===== src/include/ext_exec_pkg.sv =====
// types and constants of the execution core
// assumes one clock domain shared with the instruction stream and the buses
package ext_exec_pkg;

    // register field codes of the 3-bit selector
    localparam logic [2:0] G_B   = 3'h0;
    localparam logic [2:0] G_C   = 3'h1;
    localparam logic [2:0] G_D   = 3'h2;
    localparam logic [2:0] G_E   = 3'h3;
    localparam logic [2:0] G_H   = 3'h4;
    localparam logic [2:0] G_L   = 3'h5;
    localparam logic [2:0] G_A   = 3'h7;

    // pair field codes for the multiply
    localparam logic [1:0] PAIR_COUNT  = 2'h0;
    localparam logic [1:0] PAIR_SECOND = 2'h1;
    localparam logic [1:0] PAIR_MEMPTR = 2'h2;
    localparam logic [1:0] PAIR_STACK  = 2'h3;

    // special register codes for the special load
    localparam logic [2:0] SPC_VECTOR  = 3'h0;
    localparam logic [2:0] SPC_INDEX1  = 3'h1;
    localparam logic [2:0] SPC_INDEX2  = 3'h2;
    localparam logic [2:0] SPC_STACK   = 3'h3;

    // flag bit positions
    localparam int F_S  = 7;
    localparam int F_Z  = 6;
    localparam int F_H  = 4;
    localparam int F_PV = 2;
    localparam int F_N  = 1;
    localparam int F_C  = 0;

    // misc constants
    localparam int         REFRESH_BITS = 7;
    localparam logic [7:0] IO_HIGH_BYTE = 8'h00;
    localparam logic [7:0] RST_BYTE     = 8'h00;
    localparam logic [15:0] RST_WORD    = 16'h0000;

    // decoded operations
    typedef enum logic [4:0] {
        OP_NOP = 5'h00,
        OP_SLEEP,
        OP_MULT,
        OP_OUT_UP,
        OP_OUT_UP_RPT,
        OP_OUT_DN,
        OP_OUT_DN_RPT,
        OP_PORT_TEST,
        OP_TEST_REG,
        OP_TEST_IMM,
        OP_TEST_MEM,
        OP_PZ_READ,
        OP_PZ_WRITE,
        OP_EX_ACC_FLAGS,
        OP_EX_ALL,
        OP_LOAD_REG,
        OP_LOAD_SPECIAL
    } op_e;

    // gray-coded sequencer states
    typedef enum logic [1:0] {
        ST_IDLE   = 2'b00,
        ST_MEM_RD = 2'b01,
        ST_IO_WR  = 2'b11,
        ST_IO_RD  = 2'b10
    } seq_e;

    // one register set (main or shadow)
    typedef struct packed {
        logic [7:0]  acc;
        logic [7:0]  flags;
        logic [15:0] count_port_pair;
        logic [15:0] second_general_pair;
        logic [15:0] memory_pointer_pair;
    } reg_set_s;

    // decoded command from the instruction stream
    typedef struct packed {
        logic        valid;
        op_e         op;
        logic [2:0]  sel;
        logic [1:0]  pair;
        logic [15:0] data;
    } cmd_s;

    // memory and i/o bus request
    typedef struct packed {
        logic        mem_rd;
        logic        io_rd;
        logic        io_wr;
        logic [15:0] addr;
        logic [7:0]  wdata;
    } bus_s;

    // programmer-visible registers
    typedef struct packed {
        reg_set_s    main_reg_set;
        logic [7:0]  vector_base;
        logic [7:0]  refresh_tally;
        logic [15:0] first_index;
        logic [15:0] second_index;
        logic [15:0] sp;
        logic [15:0] pc;
    } view_s;

    // whole state of the core
    typedef struct packed {
        reg_set_s    main_reg_set;
        reg_set_s    shadow_reg_set;
        logic [7:0]  vector_base;
        logic [7:0]  refresh_tally;
        logic [15:0] first_index;
        logic [15:0] second_index;
        logic [15:0] sp;
        logic [15:0] pc;
        seq_e        seq;
        op_e         op;
        logic [2:0]  sel;
        logic [7:0]  imm;
        bus_s        bus;
        logic        sleeping;
        logic        ready;
    } core_s;

endpackage : ext_exec_pkg


===== src/core/ext_exec_core.sv =====
// execution core for the added instructions and the register file
// assumes decoded commands, bus acks and fetch pulses all arrive on REF_CLK
//
// Behaviour
// - multiply pair halves unsigned into same pair
// - block step: memory to port, count down
// - repeat variants loop until count is zero
// - high address byte is zero on i/o
// - port test ANDs port, flags only
// - register test keeps accumulator and register
// - immediate test keeps accumulator
// - memory test leaves memory and accumulator
// - page-zero read loads selected register
// - page-zero write sends selected register
// - sleep operation enters sleep state
// - main set: accumulator, flags, three pairs
// - shadow set swapped by exchange operations
// - vector, refresh, two index, stack, pc
// - vector base clears to zero on reset
// - refresh low seven bits count fetches
// - stack pointer and pc clear on reset
// - sign and zero flags from result
`timescale 1ns/1ps
`default_nettype none

module ext_exec_core
    import ext_exec_pkg::*;
(
    input  wire logic       REF_CLK,
    input  wire logic       NRST,
    input  wire cmd_s       CMD,
    input  wire logic       FETCH_M1,
    input  wire logic       WAKE,
    input  wire logic       BUS_ACK,
    input  wire logic [7:0] BUS_RDATA,
    output logic            CMD_READY,
    output bus_s            BUS,
    output logic            SLEEP_ACTIVE,
    output view_s           VIEW
);

    core_s st_reg;   // registered state
    core_s st_next;  // next state

    // read an 8-bit register of a set by its selector
    function automatic logic [7:0] get8(input reg_set_s s, input logic [2:0] g);
        logic [7:0] v;
        v = RST_BYTE;
        case (g)
            G_B:     v = s.count_port_pair[15:8];
            G_C:     v = s.count_port_pair[7:0];
            G_D:     v = s.second_general_pair[15:8];
            G_E:     v = s.second_general_pair[7:0];
            G_H:     v = s.memory_pointer_pair[15:8];
            G_L:     v = s.memory_pointer_pair[7:0];
            G_A:     v = s.acc;
            default: v = RST_BYTE;
        endcase
        return v;
    endfunction : get8

    // write an 8-bit register of a set, halves stay independent
    function automatic reg_set_s put8(input reg_set_s s, input logic [2:0] g,
                                      input logic [7:0] v);
        reg_set_s r;
        r = s;
        case (g)
            G_B:     r.count_port_pair[15:8]     = v;
            G_C:     r.count_port_pair[7:0]      = v;
            G_D:     r.second_general_pair[15:8] = v;
            G_E:     r.second_general_pair[7:0]  = v;
            G_H:     r.memory_pointer_pair[15:8] = v;
            G_L:     r.memory_pointer_pair[7:0]  = v;
            G_A:     r.acc                       = v;
            default: r = s;
        endcase
        return r;
    endfunction : put8

    // flags after a non-destructive AND
    function automatic logic [7:0] test_flags(input logic [7:0] f, input logic [7:0] res);
        logic [7:0] o;
        o       = f;
        o[F_S]  = res[7];
        o[F_Z]  = (res == RST_BYTE);
        o[F_H]  = 1'b1;
        o[F_PV] = ~^res;
        o[F_N]  = 1'b0;
        o[F_C]  = 1'b0;
        return o;
    endfunction : test_flags

    // unsigned 8x8 product of a pair's halves
    function automatic logic [15:0] mul_halves(input logic [15:0] p);
        return {8'h00, p[15:8]} * {8'h00, p[7:0]};
    endfunction : mul_halves

    // next-state logic
    always_comb begin
        logic        up;      // block step direction
        logic        rpt;     // block step repeats
        logic [7:0]  cnt;     // count byte after the step
        logic [7:0]  port;    // port byte after the step
        logic [15:0] ptr;     // pointer after the step
        up      = 1'b0;
        rpt     = 1'b0;
        cnt     = RST_BYTE;
        port    = RST_BYTE;
        ptr     = RST_WORD;
        st_next = st_reg;

        // refresh tally and pc advance on every opcode fetch
        if (FETCH_M1) begin
            st_next.refresh_tally[REFRESH_BITS-1:0] =
                st_reg.refresh_tally[REFRESH_BITS-1:0] + 7'h01;
            st_next.pc = st_reg.pc + 16'h0001;
        end

        case (st_reg.seq)
            // accept a new command or sit asleep
            ST_IDLE: begin
                if (st_reg.sleeping) begin
                    if (WAKE) begin
                        st_next.sleeping = 1'b0;
                    end
                end else if (CMD.valid) begin
                    st_next.op  = CMD.op;
                    st_next.sel = CMD.sel;
                    st_next.imm = CMD.data[7:0];
                    case (CMD.op)
                        // stop until woken
                        OP_SLEEP: begin
                            st_next.sleeping = 1'b1;
                        end
                        // product replaces the selected pair
                        OP_MULT: begin
                            case (CMD.pair)
                                PAIR_COUNT: st_next.main_reg_set.count_port_pair =
                                    mul_halves(st_reg.main_reg_set.count_port_pair);
                                PAIR_SECOND: st_next.main_reg_set.second_general_pair =
                                    mul_halves(st_reg.main_reg_set.second_general_pair);
                                PAIR_MEMPTR: st_next.main_reg_set.memory_pointer_pair =
                                    mul_halves(st_reg.main_reg_set.memory_pointer_pair);
                                default: st_next.sp = mul_halves(st_reg.sp);
                            endcase
                        end
                        // block output and the memory test start with the memory read
                        OP_OUT_UP, OP_OUT_UP_RPT, OP_OUT_DN, OP_OUT_DN_RPT,
                        OP_TEST_MEM: begin
                            st_next.bus.mem_rd = 1'b1;
                            st_next.bus.addr   = st_reg.main_reg_set.memory_pointer_pair;
                            st_next.seq        = ST_MEM_RD;
                        end
                        // port test reads the port in the count pair's low byte
                        OP_PORT_TEST: begin
                            st_next.bus.io_rd = 1'b1;
                            st_next.bus.addr  = {IO_HIGH_BYTE,
                                st_reg.main_reg_set.count_port_pair[7:0]};
                            st_next.seq       = ST_IO_RD;
                        end
                        // page-zero read from the immediate port
                        OP_PZ_READ: begin
                            st_next.bus.io_rd = 1'b1;
                            st_next.bus.addr  = {IO_HIGH_BYTE, CMD.data[7:0]};
                            st_next.seq       = ST_IO_RD;
                        end
                        // page-zero write of the selected register
                        OP_PZ_WRITE: begin
                            st_next.bus.io_wr = 1'b1;
                            st_next.bus.addr  = {IO_HIGH_BYTE, CMD.data[7:0]};
                            st_next.bus.wdata = get8(st_reg.main_reg_set, CMD.sel);
                            st_next.seq       = ST_IO_WR;
                        end
                        // register test, operands untouched
                        OP_TEST_REG: begin
                            st_next.main_reg_set.flags = test_flags(st_reg.main_reg_set.flags,
                                st_reg.main_reg_set.acc &
                                get8(st_reg.main_reg_set, CMD.sel));
                        end
                        // immediate test, accumulator untouched
                        OP_TEST_IMM: begin
                            st_next.main_reg_set.flags = test_flags(st_reg.main_reg_set.flags,
                                st_reg.main_reg_set.acc & CMD.data[7:0]);
                        end
                        // swap accumulator and flags with the shadow
                        OP_EX_ACC_FLAGS: begin
                            st_next.main_reg_set.acc     = st_reg.shadow_reg_set.acc;
                            st_next.main_reg_set.flags   = st_reg.shadow_reg_set.flags;
                            st_next.shadow_reg_set.acc   = st_reg.main_reg_set.acc;
                            st_next.shadow_reg_set.flags = st_reg.main_reg_set.flags;
                        end
                        // swap the three pairs with the shadow
                        OP_EX_ALL: begin
                            st_next.main_reg_set.count_port_pair =
                                st_reg.shadow_reg_set.count_port_pair;
                            st_next.main_reg_set.second_general_pair =
                                st_reg.shadow_reg_set.second_general_pair;
                            st_next.main_reg_set.memory_pointer_pair =
                                st_reg.shadow_reg_set.memory_pointer_pair;
                            st_next.shadow_reg_set.count_port_pair =
                                st_reg.main_reg_set.count_port_pair;
                            st_next.shadow_reg_set.second_general_pair =
                                st_reg.main_reg_set.second_general_pair;
                            st_next.shadow_reg_set.memory_pointer_pair =
                                st_reg.main_reg_set.memory_pointer_pair;
                        end
                        // plain load of an 8-bit register
                        OP_LOAD_REG: begin
                            st_next.main_reg_set = put8(st_reg.main_reg_set, CMD.sel,
                                                        CMD.data[7:0]);
                        end
                        // load of a special register
                        OP_LOAD_SPECIAL: begin
                            case (CMD.sel)
                                SPC_VECTOR: st_next.vector_base  = CMD.data[7:0];
                                SPC_INDEX1: st_next.first_index  = CMD.data;
                                SPC_INDEX2: st_next.second_index = CMD.data;
                                SPC_STACK:  st_next.sp           = CMD.data;
                                default:    st_next.sp           = st_reg.sp;
                            endcase
                        end
                        default: st_next.seq = ST_IDLE;
                    endcase
                end
            end

            // wait for the memory byte
            ST_MEM_RD: begin
                if (BUS_ACK) begin
                    st_next.bus.mem_rd = 1'b0;
                    if (st_reg.op == OP_TEST_MEM) begin
                        st_next.main_reg_set.flags = test_flags(st_reg.main_reg_set.flags,
                            st_reg.main_reg_set.acc & BUS_RDATA);
                        st_next.seq = ST_IDLE;
                    end else begin
                        st_next.bus.io_wr = 1'b1;
                        st_next.bus.addr  = {IO_HIGH_BYTE,
                            st_reg.main_reg_set.count_port_pair[7:0]};
                        st_next.bus.wdata = BUS_RDATA;
                        st_next.seq       = ST_IO_WR;
                    end
                end
            end

            // wait for the port write to finish
            ST_IO_WR: begin
                if (BUS_ACK) begin
                    st_next.bus.io_wr = 1'b0;
                    st_next.seq       = ST_IDLE;
                    if (st_reg.op != OP_PZ_WRITE) begin
                        up   = (st_reg.op == OP_OUT_UP) || (st_reg.op == OP_OUT_UP_RPT);
                        rpt  = (st_reg.op == OP_OUT_UP_RPT) || (st_reg.op == OP_OUT_DN_RPT);
                        cnt  = st_reg.main_reg_set.count_port_pair[15:8] - 8'h01;
                        port = up ? st_reg.main_reg_set.count_port_pair[7:0] + 8'h01
                                  : st_reg.main_reg_set.count_port_pair[7:0] - 8'h01;
                        ptr  = up ? st_reg.main_reg_set.memory_pointer_pair + 16'h0001
                                  : st_reg.main_reg_set.memory_pointer_pair - 16'h0001;
                        st_next.main_reg_set.count_port_pair     = {cnt, port};
                        st_next.main_reg_set.memory_pointer_pair = ptr;
                        st_next.main_reg_set.flags[F_Z] = (cnt == RST_BYTE);
                        // another step only for the repeating forms
                        if (rpt && (cnt != RST_BYTE)) begin
                            st_next.bus.mem_rd = 1'b1;
                            st_next.bus.addr   = ptr;
                            st_next.seq        = ST_MEM_RD;
                        end
                    end
                end
            end

            // wait for the port read
            ST_IO_RD: begin
                if (BUS_ACK) begin
                    st_next.bus.io_rd = 1'b0;
                    st_next.seq       = ST_IDLE;
                    if (st_reg.op == OP_PORT_TEST) begin
                        st_next.main_reg_set.flags = test_flags(st_reg.main_reg_set.flags,
                            BUS_RDATA & st_reg.imm);
                    end else begin
                        st_next.main_reg_set = put8(st_reg.main_reg_set, st_reg.sel,
                                                    BUS_RDATA);
                    end
                end
            end

            default: st_next.seq = ST_IDLE;
        endcase

        // ready only when idle and awake
        st_next.ready = (st_next.seq == ST_IDLE) && !st_next.sleeping;
    end

    // state register, cleared to zero on reset
    always_ff @(posedge REF_CLK or negedge NRST) begin
        if (!NRST) begin
            st_reg <= '0;
        end else begin
            st_reg <= st_next;
        end
    end

    // outputs straight from the state flops
    assign CMD_READY    = st_reg.ready;
    assign BUS          = st_reg.bus;
    assign SLEEP_ACTIVE = st_reg.sleeping;
    assign VIEW         = {st_reg.main_reg_set, st_reg.vector_base, st_reg.refresh_tally,
                           st_reg.first_index, st_reg.second_index, st_reg.sp, st_reg.pc};

endmodule : ext_exec_core

`default_nettype wire


===== config.mk =====
export PLATFORM = sky130hd
export DESIGN_NAME = ext_exec_core
export DESIGN_NICKNAME = d
export VERILOG_FILES = /design/src/include/ext_exec_pkg.sv /design/src/core/ext_exec_core.sv
export SDC_FILE = /design/constraint.sdc
export NUM_CORES = 1
export LEC_CHECK = 0
export CAP_MARGIN = 5
export CORE_ASPECT_RATIO = 0.5
export CORE_MARGIN = 5
export CORE_UTILIZATION = 50
export CTS_BUF_LIST = sky130_fd_sc_hd__clkbuf_4 sky130_fd_sc_hd__clkbuf_8
export DETAILED_ROUTE_END_ITERATION = 6
export DONT_BUFFER_PORTS = 1
export SLEW_MARGIN = 20
export SYNTH_ARGS = -nofsm -noshare
export SYNTH_HDL_FRONTEND = slang
export SYNTH_SLANG_ARGS = --single-unit

===== constraint.sdc =====
create_clock -name REF_CLK -period 5.7 [get_ports REF_CLK]
set_input_delay 0.57 -clock REF_CLK [delete_from_list [all_inputs] [get_ports REF_CLK]]
set_output_delay 0.57 -clock REF_CLK [all_outputs]
set_load 0.05 [all_outputs]

==> run_results.csv <==
group,metric,value,unit
pwr,power.net_switching,9.43,mW
drt,met3RoutedLength,6840,um
placement,numPortBuffers,0,
timing,max_freq,198,MHz
clock_tree,ctsLongestPathBuffers,3,
floorplanning,chipHeight,166,um
synth,syn_avg_cell_area,8.89,sq um
clock_tree,cts_made_buffers,42,
pwr,share_comb_of_total_power,67.3,%
timing,layout_worst_path_cycle_share,88.6,%
setup_path,criticalPathCategory,"flip-flop to flip-flop",
pwr,power.sequential.fraction,22.9,%
timing,worst_slew_margin_rel,31.8,%
placement,dp_worst_setup_slack,0.686,ns
drt,route.met2.wl,32800,um
clock_tree,cts.clk_slew.worst_paths,0.07,ns
synth,synthDominantAreaCellType,"sky130_fd_sc_hd__dfrtp_1",
setup_path,worstPathBufferInverterCount,3,
synth,synth_top_area_share,26.3,%
setup_path,cp-start-kind,"flip-flop",
pwr,ir_drop,0.000982,V
pwr,cell_internal_pwr,7.88,mW
timing,setup-violations-final,0,
placement,place_hpwl,53300,um
drt,drt_iter0_drc,2001,
layout,largest_register_ff_count,143,
setup_path,worst_path_dominant_cell_family,"adder cells",
pwr,cellPowerDensity,708,nW/um^2
floorplanning,fp.dieArea,53200,sq um
setup_path,cpMostUsedCell,"sky130_fd_sc_hd__fa_1",
drt,drt_pre_antenna_iters,6,
setup_path,crit_path_cells,"nand2_1 > fa_1 > inv_1 > fa_1 > fa_1 > inv_1 > fa_1 > inv_1 > ha_1 > or3_1 > nor2_1 > o21a_1 > o21ai_0 > o21ai_0 > mux2_2 > nand3_1",
synth,async_s_r_ff_share_synth,100,%
setup_path,timing.critical_path.fanout_max,10,
timing,drv_slew,0,
drt,drt-wirelength-per-cell,23.4,um
clock_tree,cts_setup_buffers,0,
drt,postRouteWirelength,74500,um
pwr,power.leakage,11.8,nW
synth,syn_nets,3099,
drt,vias,19203,
synth,ys_top_cells_by_area,"sky130_fd_sc_hd__dfrtp_1, sky130_fd_sc_hd__fa_1, sky130_fd_sc_hd__ha_1, sky130_fd_sc_hd__mux2_2, sky130_fd_sc_hd__buf_4",
clock_tree,htree_levels,2,
synth,synthCells,2723,
clock_tree,clk_latency,0.63,ns
layout,synthToLayoutAreaGrowth,1.09,%
synth,count_of_flip_flops_with_a_built_in_enable_after_synthesis,0,
synth,synth-main-ff-cell,"sky130_fd_sc_hd__dfrtp_1",
floorplanning,num_io_pins,213,
setup_path,cp_data_required_time,6.24,ns
synth,syn_area,24200,sq um
layout,layout_filler_cell_count,4582,
pwr,power.share.clock,9.8,%
global_routing,overflow,0,
flow_run,cap_violations,0,
setup_path,reg2reg_from,"VIEW[18]$_DFFE_PN0P_",
timing,final_critical_path_setup_slack,0.649,ns
drt,topRoutingLayerUsed,"met5",
drt,drcViolationCount,0,
clock_tree,cts_sinks,254,
timing,final.min_clock_period,5.05,ns
global_routing,grt_max_degree,255,
layout,finalNetCount,2887,
timing,worst_clock_skew_on_the_final_layout,0.0320,ns
floorplanning,die_width,321,um
drt,drt-met1-wl,32700,um
drt,route.antenna.remaining_nets,0,
outcome,failing_checks,"negative hold slack",
min_path,worst_hold_path_type,"input port to asynchronous set/reset pin",
clock_tree,clockRootBuffer,"sky130_fd_sc_hd__clkbuf_8",
setup_path,cpPeakStageDelay,0.91,ns
setup_path,cp_slowest_cell,"sky130_fd_sc_hd__dfrtp_1",
setup_path,worstSetupEndpointType,"flip-flop",
synth,ys_seq_elements,254,
setup_path,worst-endpoint-arrival,5.59,ns
setup_path,timing.critical_path.from,"VIEW[18]$_DFFE_PN0P_",
floorplanning,floorplan.initialDensity,50.2,%
layout,drive_gt1_share,11.0,%
outcome,outcome,"finished, violations left",
pwr,switch_share,54.5,%
drt,vias_per_cell,6.03,
timing,unrepaired_setup_endpoints_after_global_routing,"no",
floorplanning,std_cell_rows,57,
timing,final_hold_violation_count,254,
layout,n_antenna_cell,0,
global_routing,number_of_global_route_vias_before_repair,19054,
timing,timing.hold.ws,-0.350,ns
synth,yosys-top-cells-count,"sky130_fd_sc_hd__nand2_1, sky130_fd_sc_hd__dfrtp_1, sky130_fd_sc_hd__inv_1",
global_routing,number_of_antenna_violations_at_the_first_check_in_global_routing,1,
synth,yosys_warnings,0,
global_routing,grtUsageTotal,27.5,%
floorplanning,core_area,48200,sq um
global_routing,global_route_wire_length_before_repair,116000,um
synth,post-synth-top-count-cell,"sky130_fd_sc_hd__nand2_1",
placement,place.gp.congestion,0.894,
clock_tree,cts.repair.resized,0,
synth,netlist-cell-type-count,81,
clock_tree,cts_tree,"built",
synth,yosysSeqAreaShare,26.3,%
timing,post_route_setup_tns,0,ns
timing,transition_time_at_the_pin_with_the_least_slew_margin,1.02,ns
[cells by family (layout without fill, tap and decap cells)]
kind of cell,Yosys count,in the layout,share of synthesized area (%)
other,1,1,0.0155
AND/OR/NAND/NOR,832,832,16.8
AO/OA/AOI/OAI,522,522,13.7
buffers and inverters,542,355,11.2
flip-flops,254,254,26.3
adder cells (fa/ha/maj),336,336,21.9
multiplexers,154,154,7.14
XOR/XNOR,82,82,2.97
[cells in the final DEF, fill, tap and decap left out, types with 32 or more instances in the layout]
cell / n
sky130_fd_sc_hd__nand3_1: 43
sky130_fd_sc_hd__nor3_1: 39
sky130_fd_sc_hd__xnor2_1: 47
sky130_fd_sc_hd__a31oi_1: 53
sky130_fd_sc_hd__ha_1: 190
sky130_fd_sc_hd__inv_1: 213
sky130_fd_sc_hd__a21oi_1: 122
sky130_fd_sc_hd__nand2_1: 310
sky130_fd_sc_hd__xor2_1: 35
sky130_fd_sc_hd__dfrtp_1: 254
sky130_fd_sc_hd__and2_1: 190
sky130_fd_sc_hd__mux2_2: 118
sky130_fd_sc_hd__o21ai_0: 144
sky130_fd_sc_hd__fa_1: 146
sky130_fd_sc_hd__nor2_1: 129
sky130_fd_sc_hd__nand2b_1: 32
sky130_fd_sc_hd__buf_4: 72
sky130_fd_sc_hd__clkbuf_8: 47
[power by group through the flow]
stage	Clock [mW]	Sequential [mW]	Combinational, mW
final	1.70	3.96	11.7
after global routing	1.81	4.05	13.0
after CTS	1.72	3.95	11.5
after detailed placement	0	3.98	11.4
after global placement	0	3.97	11.4
after floorplan	0	2.78	10.3
[per-stage QoR]
step / utilization (%) / instance area (sq um) / instances / power, mW
final: 50.8 / 24500 / 3185 / 17.3
after global routing: 50.8 / 24500 / 3185 / 18.9
after CTS: 50.8 / 24500 / 3185 / 17.2
after detailed placement: 49.1 / 23700 / 3116 / 15.4
after global placement: 49.1 / 23700 / 3116 / 15.4
after floorplan: - / 24200 / 2723 / 13.1
[routing by layer]
metal,vias up,global-route usage (%)
li1,8602,-
met5,-,0
met1,9610,39.7
met4,2,6.85
met2,845,42.4
met3,144,6.11
[final cells by class]
type	instances	area (sq um)	area share, %
Multi-Input combinational cell	1927	15200	61.9
Sequential cell	254	6360	26.0
Tap cell	649	812	3.32
Inverter	214	803	3.28
Clock buffer	58	729	2.98
Timing Repair Buffer	72	541	2.21
Clock inverter	11	73.8	0.302
[worst paths after layout]
kind / slack (ns) / end / cells past startpoint
worst max-delay path: 0.65 / VIEW[30]$_DFFE_PN0P_ / 16
worst min-delay path: -0.35 / VIEW[78]$_DFFE_PN0P_ / 0
worst max register to register: 0.65 / VIEW[30]$_DFFE_PN0P_ / 16
worst min register to register: 0.48 / st_reg[35]$_DFFE_PN0P_ / 2
max in group asynchronous: 5.57 / VIEW[11]$_DFFE_PN0P_ / 0
min in group REF_CLK: 0.04 / VIEW[0]$_DFFE_PN0P_ / 1
Power figures use the tool's default switching activity.
